File: config.mk
export PLATFORM = sky130hd
export DESIGN_NAME = cpu_register_state_control
export DESIGN_NICKNAME = d
export VERILOG_FILES = /design/src/hdl/cpu_state_pkg.sv /design/src/hdl/cpu_register_state_control.sv
export SDC_FILE = /design/constraint.sdc
export NUM_CORES = 1
export LEC_CHECK = 0
export BUFFER_PORTS_ARGS = -buffer_cell sky130_fd_sc_hd__clkbuf_2
export CORE_ASPECT_RATIO = 0.6
export CORE_UTILIZATION = 51
export CTS_BUF_LIST = sky130_fd_sc_hd__clkbuf_8
export DETAILED_ROUTE_END_ITERATION = 6
export PLACE_DENSITY = 0.83
export SYNTH_ARGS = -nofsm -noshare
export SYNTH_HDL_FRONTEND = slang
export SYNTH_SLANG_ARGS = --single-unit
File: constraint.sdc
create_clock -name pclk -period 3.2 [get_ports pclk]
set_input_delay 0.32 -clock pclk [delete_from_list [all_inputs] [get_ports pclk]]
set_output_delay 0.32 -clock pclk [all_outputs]
set_load 0.005 [all_outputs]
File: src/hdl/cpu_state_pkg.sv
// constants, types and layouts for the cpu register state block
// assumes a single pclk domain and an apb master for debug access
package cpu_state_pkg;
  localparam logic [7:0] ADDR_ACCUMULATOR = 8'h00;
  localparam logic [7:0] ADDR_INDEX_PAIR = 8'h04;
  localparam logic [7:0] ADDR_STACK_POINTER = 8'h08;
  localparam logic [7:0] ADDR_PROGRAM_COUNTER = 8'h0c;
  localparam logic [7:0] ADDR_FLAG_REGISTER = 8'h10;
  localparam logic [7:0] ADDR_CONFIG = 8'h14;
  localparam logic [7:0] ADDR_STATUS = 8'h18;
  localparam int FLAG_V = 7;
  localparam int FLAG_H = 4;
  localparam int FLAG_I = 3;
  localparam int FLAG_N = 2;
  localparam int FLAG_Z = 1;
  localparam int FLAG_C = 0;
  localparam int CFG_STOP_ENABLE = 0;
  localparam int CFG_SHORT_RECOVERY = 1;
  localparam int CFG_BREAK_ENABLE = 2;
  localparam int CFG_MONITOR_MODE = 3;
  localparam int CFG_DEBUG_HOLD = 4;
  localparam logic [4:0] CONFIG_RESET = 5'h01;
  localparam logic [15:0] STACK_RESET = 16'h00ff;
  localparam logic [7:0] STACK_LOW_RESET = 8'hff;
  localparam logic [15:0] VECTOR_RESET = 16'hfffe;
  localparam logic [15:0] VECTOR_BREAK = 16'hfffc;
  localparam logic [15:0] VECTOR_BREAK_MONITOR = 16'hfefc;
  localparam logic [11:0] RECOVERY_LONG = 12'hfff;
  localparam logic [11:0] RECOVERY_SHORT = 12'h01f;

  typedef enum logic [3:0] {
    ALU_NONE, ALU_ADD, ALU_ADC, ALU_SUB, ALU_SBC, ALU_AND, ALU_OR, ALU_EOR,
    ALU_LOAD, ALU_ASL, ALU_LSR, ALU_ROL, ALU_ROR
  } alu_e;
  typedef enum logic [2:0] {
    PUSH_PCL, PUSH_PCH, PUSH_X, PUSH_A, PUSH_FLAGS, PUSH_H
  } push_sel_e;
  typedef enum logic [1:0] {MODE_RUN, MODE_WAIT, MODE_STOP, MODE_RECOVER} mode_e;

  typedef struct packed {
    logic fetch;
    logic load_pc;
    logic [15:0] pc_value;
    logic push;
    logic pull;
    push_sel_e push_sel;
    logic rsp;
    alu_e alu_op;
    logic [7:0] operand;
    logic hx_load;
    logic [15:0] hx_value;
    logic [15:0] index_offset;
    logic int_enter;
    logic return_from_interrupt_instruction;
    logic [7:0] pulled_flags;
    logic clear_mask_instruction;
    logic wait_op;
    logic stop_op;
    logic boundary;
  } core_op_s;
endpackage : cpu_state_pkg

File: src/hdl/cpu_register_state_control.sv
// programmer-visible cpu register state, flags, low power and break control
// assumes the sequencer drives core_op on pclk and debug access comes over apb
//
// Implementation choices: the APB interface to the registers and the placing of the registers.
module cpu_register_state_control
  import cpu_state_pkg::*;
(
  input wire logic pclk,
  input wire logic presetn,
  input wire logic clk_en,
  input wire logic psel,
  input wire logic penable,
  input wire logic pwrite,
  input wire logic [7:0] paddr,
  input wire logic [31:0] pwdata,
  output logic [31:0] prdata,
  output logic pready,
  output logic pslverr,
  input wire core_op_s core_op,
  input wire logic irq_wake,
  input wire logic break_request,
  output logic [7:0] accumulator,
  output logic [15:0] index_pair,
  output logic [15:0] stack_pointer,
  output logic [15:0] program_counter,
  output logic [7:0] flag_register,
  output logic [15:0] operand_address,
  output logic [7:0] stack_data,
  output logic [15:0] vector_address,
  output logic swi_request,
  output logic illegal_reset,
  output logic signed_less,
  output logic core_run
);
  logic flag_v, flag_h, flag_i, flag_n, flag_z, flag_c;
  logic [4:0] config_bits, sum5;
  mode_e mode;
  logic [11:0] recover_count;
  logic break_active, reset_pending, active, cin;
  logic apb_write, apb_setup, debug_wr;
  logic [7:0] flags_now, next_result;
  logic next_v, next_h, next_n, next_z, next_c;
  logic [8:0] sum9;

  assign active = clk_en && core_run;
  assign apb_setup = psel && !penable;
  assign apb_write = psel && penable && pready && pwrite;
  assign debug_wr = apb_write && config_bits[CFG_DEBUG_HOLD];
  assign flags_now = {flag_v, 2'b11, flag_h, flag_i, flag_n, flag_z, flag_c};

  // alu and flag results
  always_comb begin
    cin = (core_op.alu_op == ALU_ADC || core_op.alu_op == ALU_SBC) ? flag_c : 1'b0;
    sum9 = 9'h000;
    sum5 = 5'h00;
    next_result = accumulator;
    next_v = (core_op.alu_op inside {ALU_AND, ALU_OR, ALU_EOR, ALU_LOAD}) ? 1'b0 : flag_v;
    next_h = flag_h;
    next_c = flag_c;
    unique case (core_op.alu_op)
      ALU_ADD, ALU_ADC: begin
        sum9 = {1'b0, accumulator} + {1'b0, core_op.operand} + {8'h00, cin};
        sum5 = {1'b0, accumulator[3:0]} + {1'b0, core_op.operand[3:0]} + {4'h0, cin};
        next_result = sum9[7:0];
        next_c = sum9[8];
        next_h = sum5[4];
        next_v = (accumulator[7] == core_op.operand[7]) && (sum9[7] != accumulator[7]);
      end
      ALU_SUB, ALU_SBC: begin
        sum9 = {1'b0, accumulator} - {1'b0, core_op.operand} - {8'h00, cin};
        next_result = sum9[7:0];
        next_c = sum9[8];
        next_v = (accumulator[7] != core_op.operand[7]) && (sum9[7] != accumulator[7]);
      end
      ALU_AND: next_result = accumulator & core_op.operand;
      ALU_OR: next_result = accumulator | core_op.operand;
      ALU_EOR: next_result = accumulator ^ core_op.operand;
      ALU_LOAD: next_result = core_op.operand;
      ALU_ASL: begin
        next_result = {accumulator[6:0], 1'b0};
        next_c = accumulator[7];
        next_v = accumulator[7] ^ accumulator[6];
      end
      ALU_LSR: begin
        next_result = {1'b0, accumulator[7:1]};
        next_c = accumulator[0];
        next_v = accumulator[0];
      end
      ALU_ROL: begin
        next_result = {accumulator[6:0], flag_c};
        next_c = accumulator[7];
        next_v = accumulator[7] ^ accumulator[6];
      end
      ALU_ROR: begin
        next_result = {flag_c, accumulator[7:1]};
        next_c = accumulator[0];
        next_v = accumulator[0] ^ flag_c;
      end
      default: next_result = accumulator;
    endcase
    next_n = next_result[7];
    next_z = (next_result == 8'h00);
  end

  // accumulator
  always_ff @(posedge pclk or negedge presetn) begin
    if (!presetn) begin
      accumulator <= 8'h00;
    end else if (active && core_op.alu_op != ALU_NONE) begin
      accumulator <= next_result;
    end else if (clk_en && debug_wr && paddr == ADDR_ACCUMULATOR) begin
      accumulator <= pwdata[7:0];
    end
  end

  // index pair and indexed address
  always_ff @(posedge pclk or negedge presetn) begin
    if (!presetn) begin
      index_pair <= 16'h0000;
      operand_address <= 16'h0000;
    end else if (clk_en) begin
      if (active && core_op.hx_load) begin
        index_pair <= core_op.hx_value;
      end else if (debug_wr && paddr == ADDR_INDEX_PAIR) begin
        index_pair <= pwdata[15:0];
      end
      operand_address <= index_pair + core_op.index_offset;
    end
  end

  // stack pointer and stacked byte
  always_ff @(posedge pclk or negedge presetn) begin
    if (!presetn) begin
      stack_pointer <= STACK_RESET;
      stack_data <= 8'h00;
    end else if (clk_en) begin
      if (active && core_op.rsp) begin
        stack_pointer <= {stack_pointer[15:8], STACK_LOW_RESET};
      end else if (active && core_op.push) begin
        stack_pointer <= stack_pointer - 16'h0001;
      end else if (active && core_op.pull) begin
        stack_pointer <= stack_pointer + 16'h0001;
      end else if (debug_wr && paddr == ADDR_STACK_POINTER) begin
        stack_pointer <= pwdata[15:0];
      end
      if (active && core_op.push) begin
        // automatic frames never select the upper index byte
        unique case (core_op.push_sel)
          PUSH_PCL: stack_data <= program_counter[7:0];
          PUSH_PCH: stack_data <= program_counter[15:8];
          PUSH_X: stack_data <= index_pair[7:0];
          PUSH_A: stack_data <= accumulator;
          PUSH_FLAGS: stack_data <= flags_now;
          PUSH_H: stack_data <= index_pair[15:8];
          default: stack_data <= 8'h00;
        endcase
      end
    end
  end

  // program counter
  always_ff @(posedge pclk or negedge presetn) begin
    if (!presetn) begin
      program_counter <= 16'h0000;
    end else if (clk_en) begin
      if (active && core_op.load_pc) begin
        program_counter <= core_op.pc_value;
      end else if (active && core_op.fetch) begin
        program_counter <= program_counter + 16'h0001;
      end else if (debug_wr && paddr == ADDR_PROGRAM_COUNTER) begin
        program_counter <= pwdata[15:0];
      end
    end
  end

  // condition flags
  always_ff @(posedge pclk or negedge presetn) begin
    if (!presetn) begin
      {flag_v, flag_h, flag_n, flag_z, flag_c} <= 5'h00;
      flag_i <= 1'b1;
    end else if (clk_en) begin
      if (active && core_op.return_from_interrupt_instruction) begin
        {flag_v, flag_h, flag_i, flag_n, flag_z, flag_c} <= {core_op.pulled_flags[7],
          core_op.pulled_flags[4:0]};
      end else if (active && core_op.int_enter) begin
        flag_i <= 1'b1;
      end else if (active && (core_op.clear_mask_instruction || core_op.wait_op)) begin
        flag_i <= 1'b0;
      end else if (active && core_op.stop_op && config_bits[CFG_STOP_ENABLE]) begin
        flag_i <= 1'b0;
      end else if (active && core_op.alu_op != ALU_NONE) begin
        {flag_v, flag_h, flag_n, flag_z, flag_c} <= {next_v, next_h, next_n, next_z, next_c};
      end else if (debug_wr && paddr == ADDR_FLAG_REGISTER) begin
        {flag_v, flag_h, flag_n, flag_z, flag_c} <= {pwdata[7], pwdata[4], pwdata[2:0]};
      end
    end
  end

  // flag view and signed compare
  always_ff @(posedge pclk or negedge presetn) begin
    if (!presetn) begin
      flag_register <= 8'h68;
      signed_less <= 1'b0;
    end else if (clk_en) begin
      flag_register <= flags_now;
      signed_less <= flag_n ^ flag_v;
    end
  end

  // low power modes and core clock
  always_ff @(posedge pclk or negedge presetn) begin
    if (!presetn) begin
      mode <= MODE_RUN;
      recover_count <= 12'h000;
      core_run <= 1'b1;
      illegal_reset <= 1'b0;
    end else if (clk_en) begin
      illegal_reset <= 1'b0;
      unique case (mode)
        MODE_RUN: begin
          core_run <= !config_bits[CFG_DEBUG_HOLD];
          if (active && core_op.wait_op) begin
            mode <= MODE_WAIT;
            core_run <= 1'b0;
          end else if (active && core_op.stop_op) begin
            if (config_bits[CFG_STOP_ENABLE]) begin
              mode <= MODE_STOP;
              core_run <= 1'b0;
            end else begin
              illegal_reset <= 1'b1;
            end
          end
        end
        MODE_WAIT: begin
          if (irq_wake) begin
            mode <= MODE_RUN;
            core_run <= 1'b1;
          end
        end
        MODE_STOP: begin
          if (irq_wake) begin
            mode <= MODE_RECOVER;
            recover_count <= config_bits[CFG_SHORT_RECOVERY] ? RECOVERY_SHORT : RECOVERY_LONG;
          end
        end
        MODE_RECOVER: begin
          if (recover_count == 12'h000) begin
            mode <= MODE_RUN;
            core_run <= 1'b1;
          end else begin
            recover_count <= recover_count - 12'h001;
          end
        end
      endcase
    end
  end

  // reset vector, break and software interrupt
  always_ff @(posedge pclk or negedge presetn) begin
    if (!presetn) begin
      reset_pending <= 1'b1;
      vector_address <= VECTOR_RESET;
      break_active <= 1'b0;
      swi_request <= 1'b0;
    end else if (clk_en) begin
      swi_request <= 1'b0;
      if (active && core_op.load_pc) begin
        reset_pending <= 1'b0;
      end
      if (active && core_op.boundary && config_bits[CFG_BREAK_ENABLE] && break_request
          && !break_active && !reset_pending) begin
        swi_request <= 1'b1;
        break_active <= 1'b1;
        vector_address <= config_bits[CFG_MONITOR_MODE] ? VECTOR_BREAK_MONITOR : VECTOR_BREAK;
      end else if (active && core_op.return_from_interrupt_instruction && !break_request) begin
        break_active <= 1'b0;
      end
    end
  end

  // configuration register
  always_ff @(posedge pclk or negedge presetn) begin
    if (!presetn) begin
      config_bits <= CONFIG_RESET;
    end else if (clk_en && apb_write && paddr == ADDR_CONFIG) begin
      config_bits <= pwdata[4:0];
    end
  end

  // apb slave, no wait states
  always_ff @(posedge pclk or negedge presetn) begin
    if (!presetn) begin
      pready <= 1'b0;
      pslverr <= 1'b0;
      prdata <= 32'h0000_0000;
    end else if (clk_en) begin
      pready <= apb_setup;
      pslverr <= 1'b0;
      if (apb_setup) begin
        prdata <= 32'h0000_0000;
        unique case (paddr)
          ADDR_ACCUMULATOR: prdata <= {24'h000000, accumulator};
          ADDR_INDEX_PAIR: prdata <= {16'h0000, index_pair};
          ADDR_STACK_POINTER: prdata <= {16'h0000, stack_pointer};
          ADDR_PROGRAM_COUNTER: prdata <= {16'h0000, program_counter};
          ADDR_FLAG_REGISTER: prdata <= {24'h000000, flags_now};
          ADDR_CONFIG: prdata <= {27'h0000000, config_bits};
          ADDR_STATUS: prdata <= {27'h0000000, core_run, reset_pending, break_active, mode};
          default: pslverr <= 1'b1;
        endcase
      end
    end
  end

  property p_bits_one;
    @(posedge pclk) disable iff (!presetn) clk_en |=> flag_register[6:5] == 2'b11;
  endproperty
  a_bits_one: assert property (p_bits_one) else $error("flag bits 6 5 not one");
  property p_rsp;
    @(posedge pclk) disable iff (!presetn)
      clk_en && active && core_op.rsp |=> stack_pointer == {$past(stack_pointer[15:8]), 8'hff};
  endproperty
  a_rsp: assert property (p_rsp) else $error("rsp result wrong");
  property p_push;
    @(posedge pclk) disable iff (!presetn)
      clk_en && active && core_op.push && !core_op.rsp
      |=> stack_pointer == $past(stack_pointer) - 16'h0001;
  endproperty
  a_push: assert property (p_push) else $error("push did not decrement");
  property p_fetch;
    @(posedge pclk) disable iff (!presetn)
      clk_en && active && core_op.fetch && !core_op.load_pc
      |=> program_counter == $past(program_counter) + 16'h0001;
  endproperty
  a_fetch: assert property (p_fetch) else $error("fetch did not advance");
  property p_int_mask;
    @(posedge pclk) disable iff (!presetn)
      clk_en && active && core_op.int_enter && !core_op.return_from_interrupt_instruction |=> flag_i;
  endproperty
  a_int_mask: assert property (p_int_mask) else $error("mask not set on entry");
  property p_zero;
    @(posedge pclk) disable iff (!presetn)
      clk_en && active && core_op.alu_op != ALU_NONE && !core_op.return_from_interrupt_instruction && !core_op.int_enter
      && !core_op.clear_mask_instruction && !core_op.wait_op && !core_op.stop_op
      |=> flag_z == (accumulator == 8'h00) && flag_n == accumulator[7];
  endproperty
  a_zero: assert property (p_zero) else $error("zero or negative flag wrong");
  property p_wait;
    @(posedge pclk) disable iff (!presetn)
      clk_en && active && core_op.wait_op && !core_op.return_from_interrupt_instruction && !core_op.int_enter
      |=> !flag_i && !core_run;
  endproperty
  a_wait: assert property (p_wait) else $error("wait entry wrong");
  property p_stop_short;
    @(posedge pclk) disable iff (!presetn)
      $rose(mode == MODE_RECOVER) && config_bits[CFG_SHORT_RECOVERY] && clk_en
      |-> !core_run [*8];
  endproperty
  a_stop_short: assert property (p_stop_short) else $error("core ran during recovery");
  property p_illegal;
    @(posedge pclk) disable iff (!presetn)
      clk_en && active && mode == MODE_RUN && core_op.stop_op && !core_op.wait_op
      && !config_bits[CFG_STOP_ENABLE] |=> illegal_reset && mode == MODE_RUN;
  endproperty
  a_illegal: assert property (p_illegal) else $error("disabled stop not trapped");
endmodule : cpu_register_state_control

==> results summary <==
The I/O pin count came out at 273. The H-tree was split into 4 levels. In this design, the largest share of critical-path delay is due to compound AO/OA/AOI/OAI gates. The first TritonRoute pass finished after 6 iterations. The clock reaches the later pin of the worst-skew pair after about 0.48 ns. In the routed design, unresolved DRC markers number 0.

The net count reported at finish is around 1700. The post-synthesis compound-gate area fraction came to 0.235. The largest individual stage delay along the critical path comes from the cell fa_1. The share of synthesized cell area in and, or, nand and nor gates came out at 0.189. TritonCTS built the clock tree. No sink is reached through more buffers than the 2 on the longest clock path. By instance count, the cell type seen most on the critical path is inv_1. The pin slew with the least headroom to its limit is 0.908 ns. The remaining global-route overflow is 0. The post-synthesis cell count came out at 1305. From left edge to right edge, the die measures between 150 and 200 µm. OpenSTA, run right after detailed placement, puts the worst setup slack at -0.101 ns. The end-of-flow core utilization is 0.609.

The total inserted antenna cells is 0. The total of max-cap violations is 0. In this run the worst setup path begins at flag_c.

The worst hold path depth is 3. The xor/xnor share of the synthesized area came out at 0.0246. The pin count of the biggest net entering global routing came out at 76.

The maximum clock frequency is 321 MHz. The count of nets left with antenna violations once routing finished came out at 0. The power density of the placed cells is ~800 nW/µm². The nature of the critical path endpoint is a flop. The critical path crosses 11 cells after its start point.

Walking the worst path, the cells encountered are nand3_1 -> inv_1 -> fa_1 -> inv_1 -> ha_1 -> o21ai_2 -> a2111oi_0 -> a211oi_2 -> o221ai_1 -> a221o_1 -> mux2_2. For this design the total switching power over the nets is 0.00474 W. The library cells used most frequently in the layout, excluding fill and tap cells, are clkbuf_2 (221), nand2_1 (125), dfrtp_1 (122). The flip-flop and latch count after synthesis came out at 137.

In the global route stage, met1 resource usage came out at 0.545. The largest fanout on the critical path is 3. Cell internal power was estimated by the tool at 0.00549 W. The startpoint identified for the worst hold timing path is core_op[44]. The count of routing violations after the opening detailed-route iteration came out at 1820. The final layout contains routed wiring with a total length of 42300 µm. The post-detailed-route via-to-cell ratio is between 6 and 7. The run finished with clean final reports. Across the VDD grid, the largest voltage drop is 0.000452 V.

In the final layout, the multi-input gates occupy 6880 µm². The count of vias placed by the detailed router is between 10000 and 15000. The switching share of power is 0.463. Once detailed placement completed, the half-perimeter wirelength came to 32200 µm. The number of antenna violations at the first check in global routing came out at 0. The TritonCTS buffer count came out at 17. The netlist uses slightly above 90 different library cells. The adder-cell share of the synthesized area is 0.0654.

The largest single stage delay on the critical path is 0.54 ns. The root buffer cell chosen for the clock tree is clkbuf_8. The main combinational cell family by area after synthesis is compound AO/OA/AOI/OAI gates. The buffer count from post-CTS setup fixing is 0. Of the cells placed in the final design, the portion with a size suffix greater than 1 is 0.255. The register clock-pin slew on the reported worst setup and hold paths is 0.10 ns. The setup total negative slack is 0 ns. The mux contribution to synthesized area came out at 0.0963. The total global routing track utilization came out at 0.379.

The final-report setup violation count is 0. The number of cells after detailed placement is 1769. Measured in cells, the most critical reg-to-reg path has a length of 11.

The effective utilization at floorplan is 0.523. The layer flagged by global routing as most heavily used is met1. The global-route wire length before repair is 62900 µm. At the worst endpoint, the required time is 3.57 ns. The mapped cell area came out at 11100 µm².

The total number of clock tree sinks came out at approximately 140. After detailed routing, the average wire length per cell comes to 23.5 µm. In the final layout, flip-flops and latches occupy between 3000 and 4000 µm². The worst-case clock skew is approximately 0.022 ns. The sequential cell area fraction in the yosys report is 0.312. In this run the critical register-to-register path is launched from flag_c. The period utilization came out at 0.974.

The fraction of met2 tracks used by global routing is 0.515. The commonest non-fill, non-tap cell in the layout is clkbuf_2. The portion of total power attributed to combinational logic is 0.500. The placement row count came out at 41.

From synthesis to final layout, the design area changed by 16.3%. The height of the die is 116 µm. Measured against its own limit, the worst slew margin works out to 0.389. The die covers between 20000 and 25000 µm². Of the total power, the clock network draws 0.157.

The final critical path time including I/O delays and setup is 3.12 ns. The sequential share of power came out at 0.344. For this run, global-route usage on met3 was measured as 0.155. For this run, the number of Yosys warnings is 0. The critical setup path kind is reg -> reg. The signal arrival time at the worst endpoint is 3.49 ns.

The most used flip-flop cell after synthesis is dfrtp_1. The via count of the first global-routing pass came to about 11000. The number of filler cells placed in the layout came out at 1858. The area of the core is 21100 µm². The number of cells in the finished layout apart from fillers came out at 1802. The final weighted congestion in routability-driven placement came out at 1.02. Port buffering added 222 buffers. In this run, synthesis inferred 0 flip-flops with an integrated enable. The worst setup path is launched from a flop. The max-slew violation total from the final report is 0.

The worst path meets setup with 0.0827 ns of slack. Setup repair after global routing left no endpoint under its margin. The number of hold-slack violations in the final timing report is 0. The fraction of registers with async set/reset is 1.00. The worst hold path class is in -> reg. The count of buffering cells on the critical path with inverters included came out at 2. The synthesized area per cell is 8.47 µm². The total leakage power is just under 6 nW.
[layout make-up]
cell class | instances | share of cell area
repair buffers | 278 | 0.120
clock buffers | 17 | 0.0182
clock inverters | 15 | 0.0151
well taps | 279 | 0.0271
multi-input cells | 1018 | 0.535
inverters | 58 | 0.0169
flip-flops and latches | 137 | 0.268
[per-layer routing]
| metal | part of all wire | up-vias |
|---|---|---|
| met1 | 0.42 | 5559 |
| met3 | 0.16 | 124 |
| met2 | 0.39 | 924 |
| met4 | 0.028 | 0 |
| met5 | 0 | - |
| li1 | - | 5145 |
[state kept, by name, indices dropped and copies added, names as in the netlist, 2 cells and up]
signal           flops
accumulator          8
vector_address       2
stack_pointer       16
recover_count       12
mode                 2
index_pair          16
flag_register        6
operand_address     16
program_counter     16
prdata              16
config_bits          5
stack_data           8
[cell usage after synthesis (all sizes together), types with 11 or more instances]
cell type / count / area, µm²
a211oi: 14 / 105
a21oi: 70 / 350
a221oi: 17 / 149
a22oi: 24 / 180
a31oi: 15 / 93.8
and2: 11 / 68.8
and3: 14 / 88.8
buf: 56 / 393
clkbuf: 66 / 248
dfrtp: 122 / 3050
dfstp: 15 / 394
ha: 49 / 613
inv: 58 / 218
mux2: 32 / 360
mux2i: 52 / 521
nand2: 125 / 469
nand2b: 16 / 100
nand3: 31 / 155
nand4: 12 / 90.1
nor2: 99 / 379
nor2b: 11 / 68.8
nor3: 25 / 136
nor4: 12 / 96.3
o21ai: 120 / 601
o221ai: 12 / 105
o22ai: 24 / 150
o31ai: 14 / 105
or3: 12 / 75.1
xnor2: 19 / 166
xor2: 12 / 105
[worst register-to-register path, delay by kind of cell (launching register included)]
kind / cells / cell delay, ns
compound gates: 5 / 1.28
fa+ha+maj: 2 / 0.72
flops: 1 / 0.40
mux: 1 / 0.26
simple gates: 1 / 0.20
buf+inv: 2 / 0.15
[per-stage QoR]
| step | instance area, µm² | hold slack, ns | power [W] |
|---|---|---|---|
| 5_1_grt | 12900 | 0.0496 | 0.0108 |
| 4_1_cts | 12900 | 0.0314 | 0.0100 |
| 3_3_place_gp | 12400 | 0.396 | 0.00827 |
| 6_report | 12900 | 0.0515 | 0.0102 |
| 2_1_floorplan | 11200 | 0.0244 | 0.00627 |
| 3_5_place_dp | 12400 | 0.404 | 0.00842 |
[power groups by stage]
stage | clock (W) | sequential (W) | combinational (W)
6_report | 0.00160 | 0.00352 | 0.00512
5_1_grt | 0.00166 | 0.00357 | 0.00559
4_1_cts | 0.00160 | 0.00344 | 0.00498
3_5_place_dp | 0 | 0.00347 | 0.00495
3_3_place_gp | 0 | 0.00344 | 0.00483
2_1_floorplan | 0 | 0.00300 | 0.00326
[path summary, 6_finish.rpt]
kind | slack, ns | to
min reg2reg | 0.49 | operand_address[10]
max reg2reg | 0.08 | flag_n
max | 0.08 | flag_n
min in group asynchronous | 0.44 | operand_address[14]
min | 0.05 | index_pair[14]
max in group asynchronous | 1.85 | stack_pointer[6]
[logic make-up after synthesis]
| family | Yosys count |
|---|---|
| AOI/OAI and AO/OA | 397 |
| xor gates and xnor gates | 31 |
| adders and majority gates | 55 |
| buffers and inverters | 180 |
| DFF | 137 |
| muxes | 92 |
| other | 2 |
| and+or+nand+nor | 411 |
[repair_timing]
| action | in CTS | in global routing |
|---|---|---|
| resized for setup | 0 | 2 |
| setup endpoints to repair | 0 | 2 |
| hold buffers | 1 | 0 |
| endpoints found under the hold margin | 61 | 0 |
(Power assumes the default switching activity.)
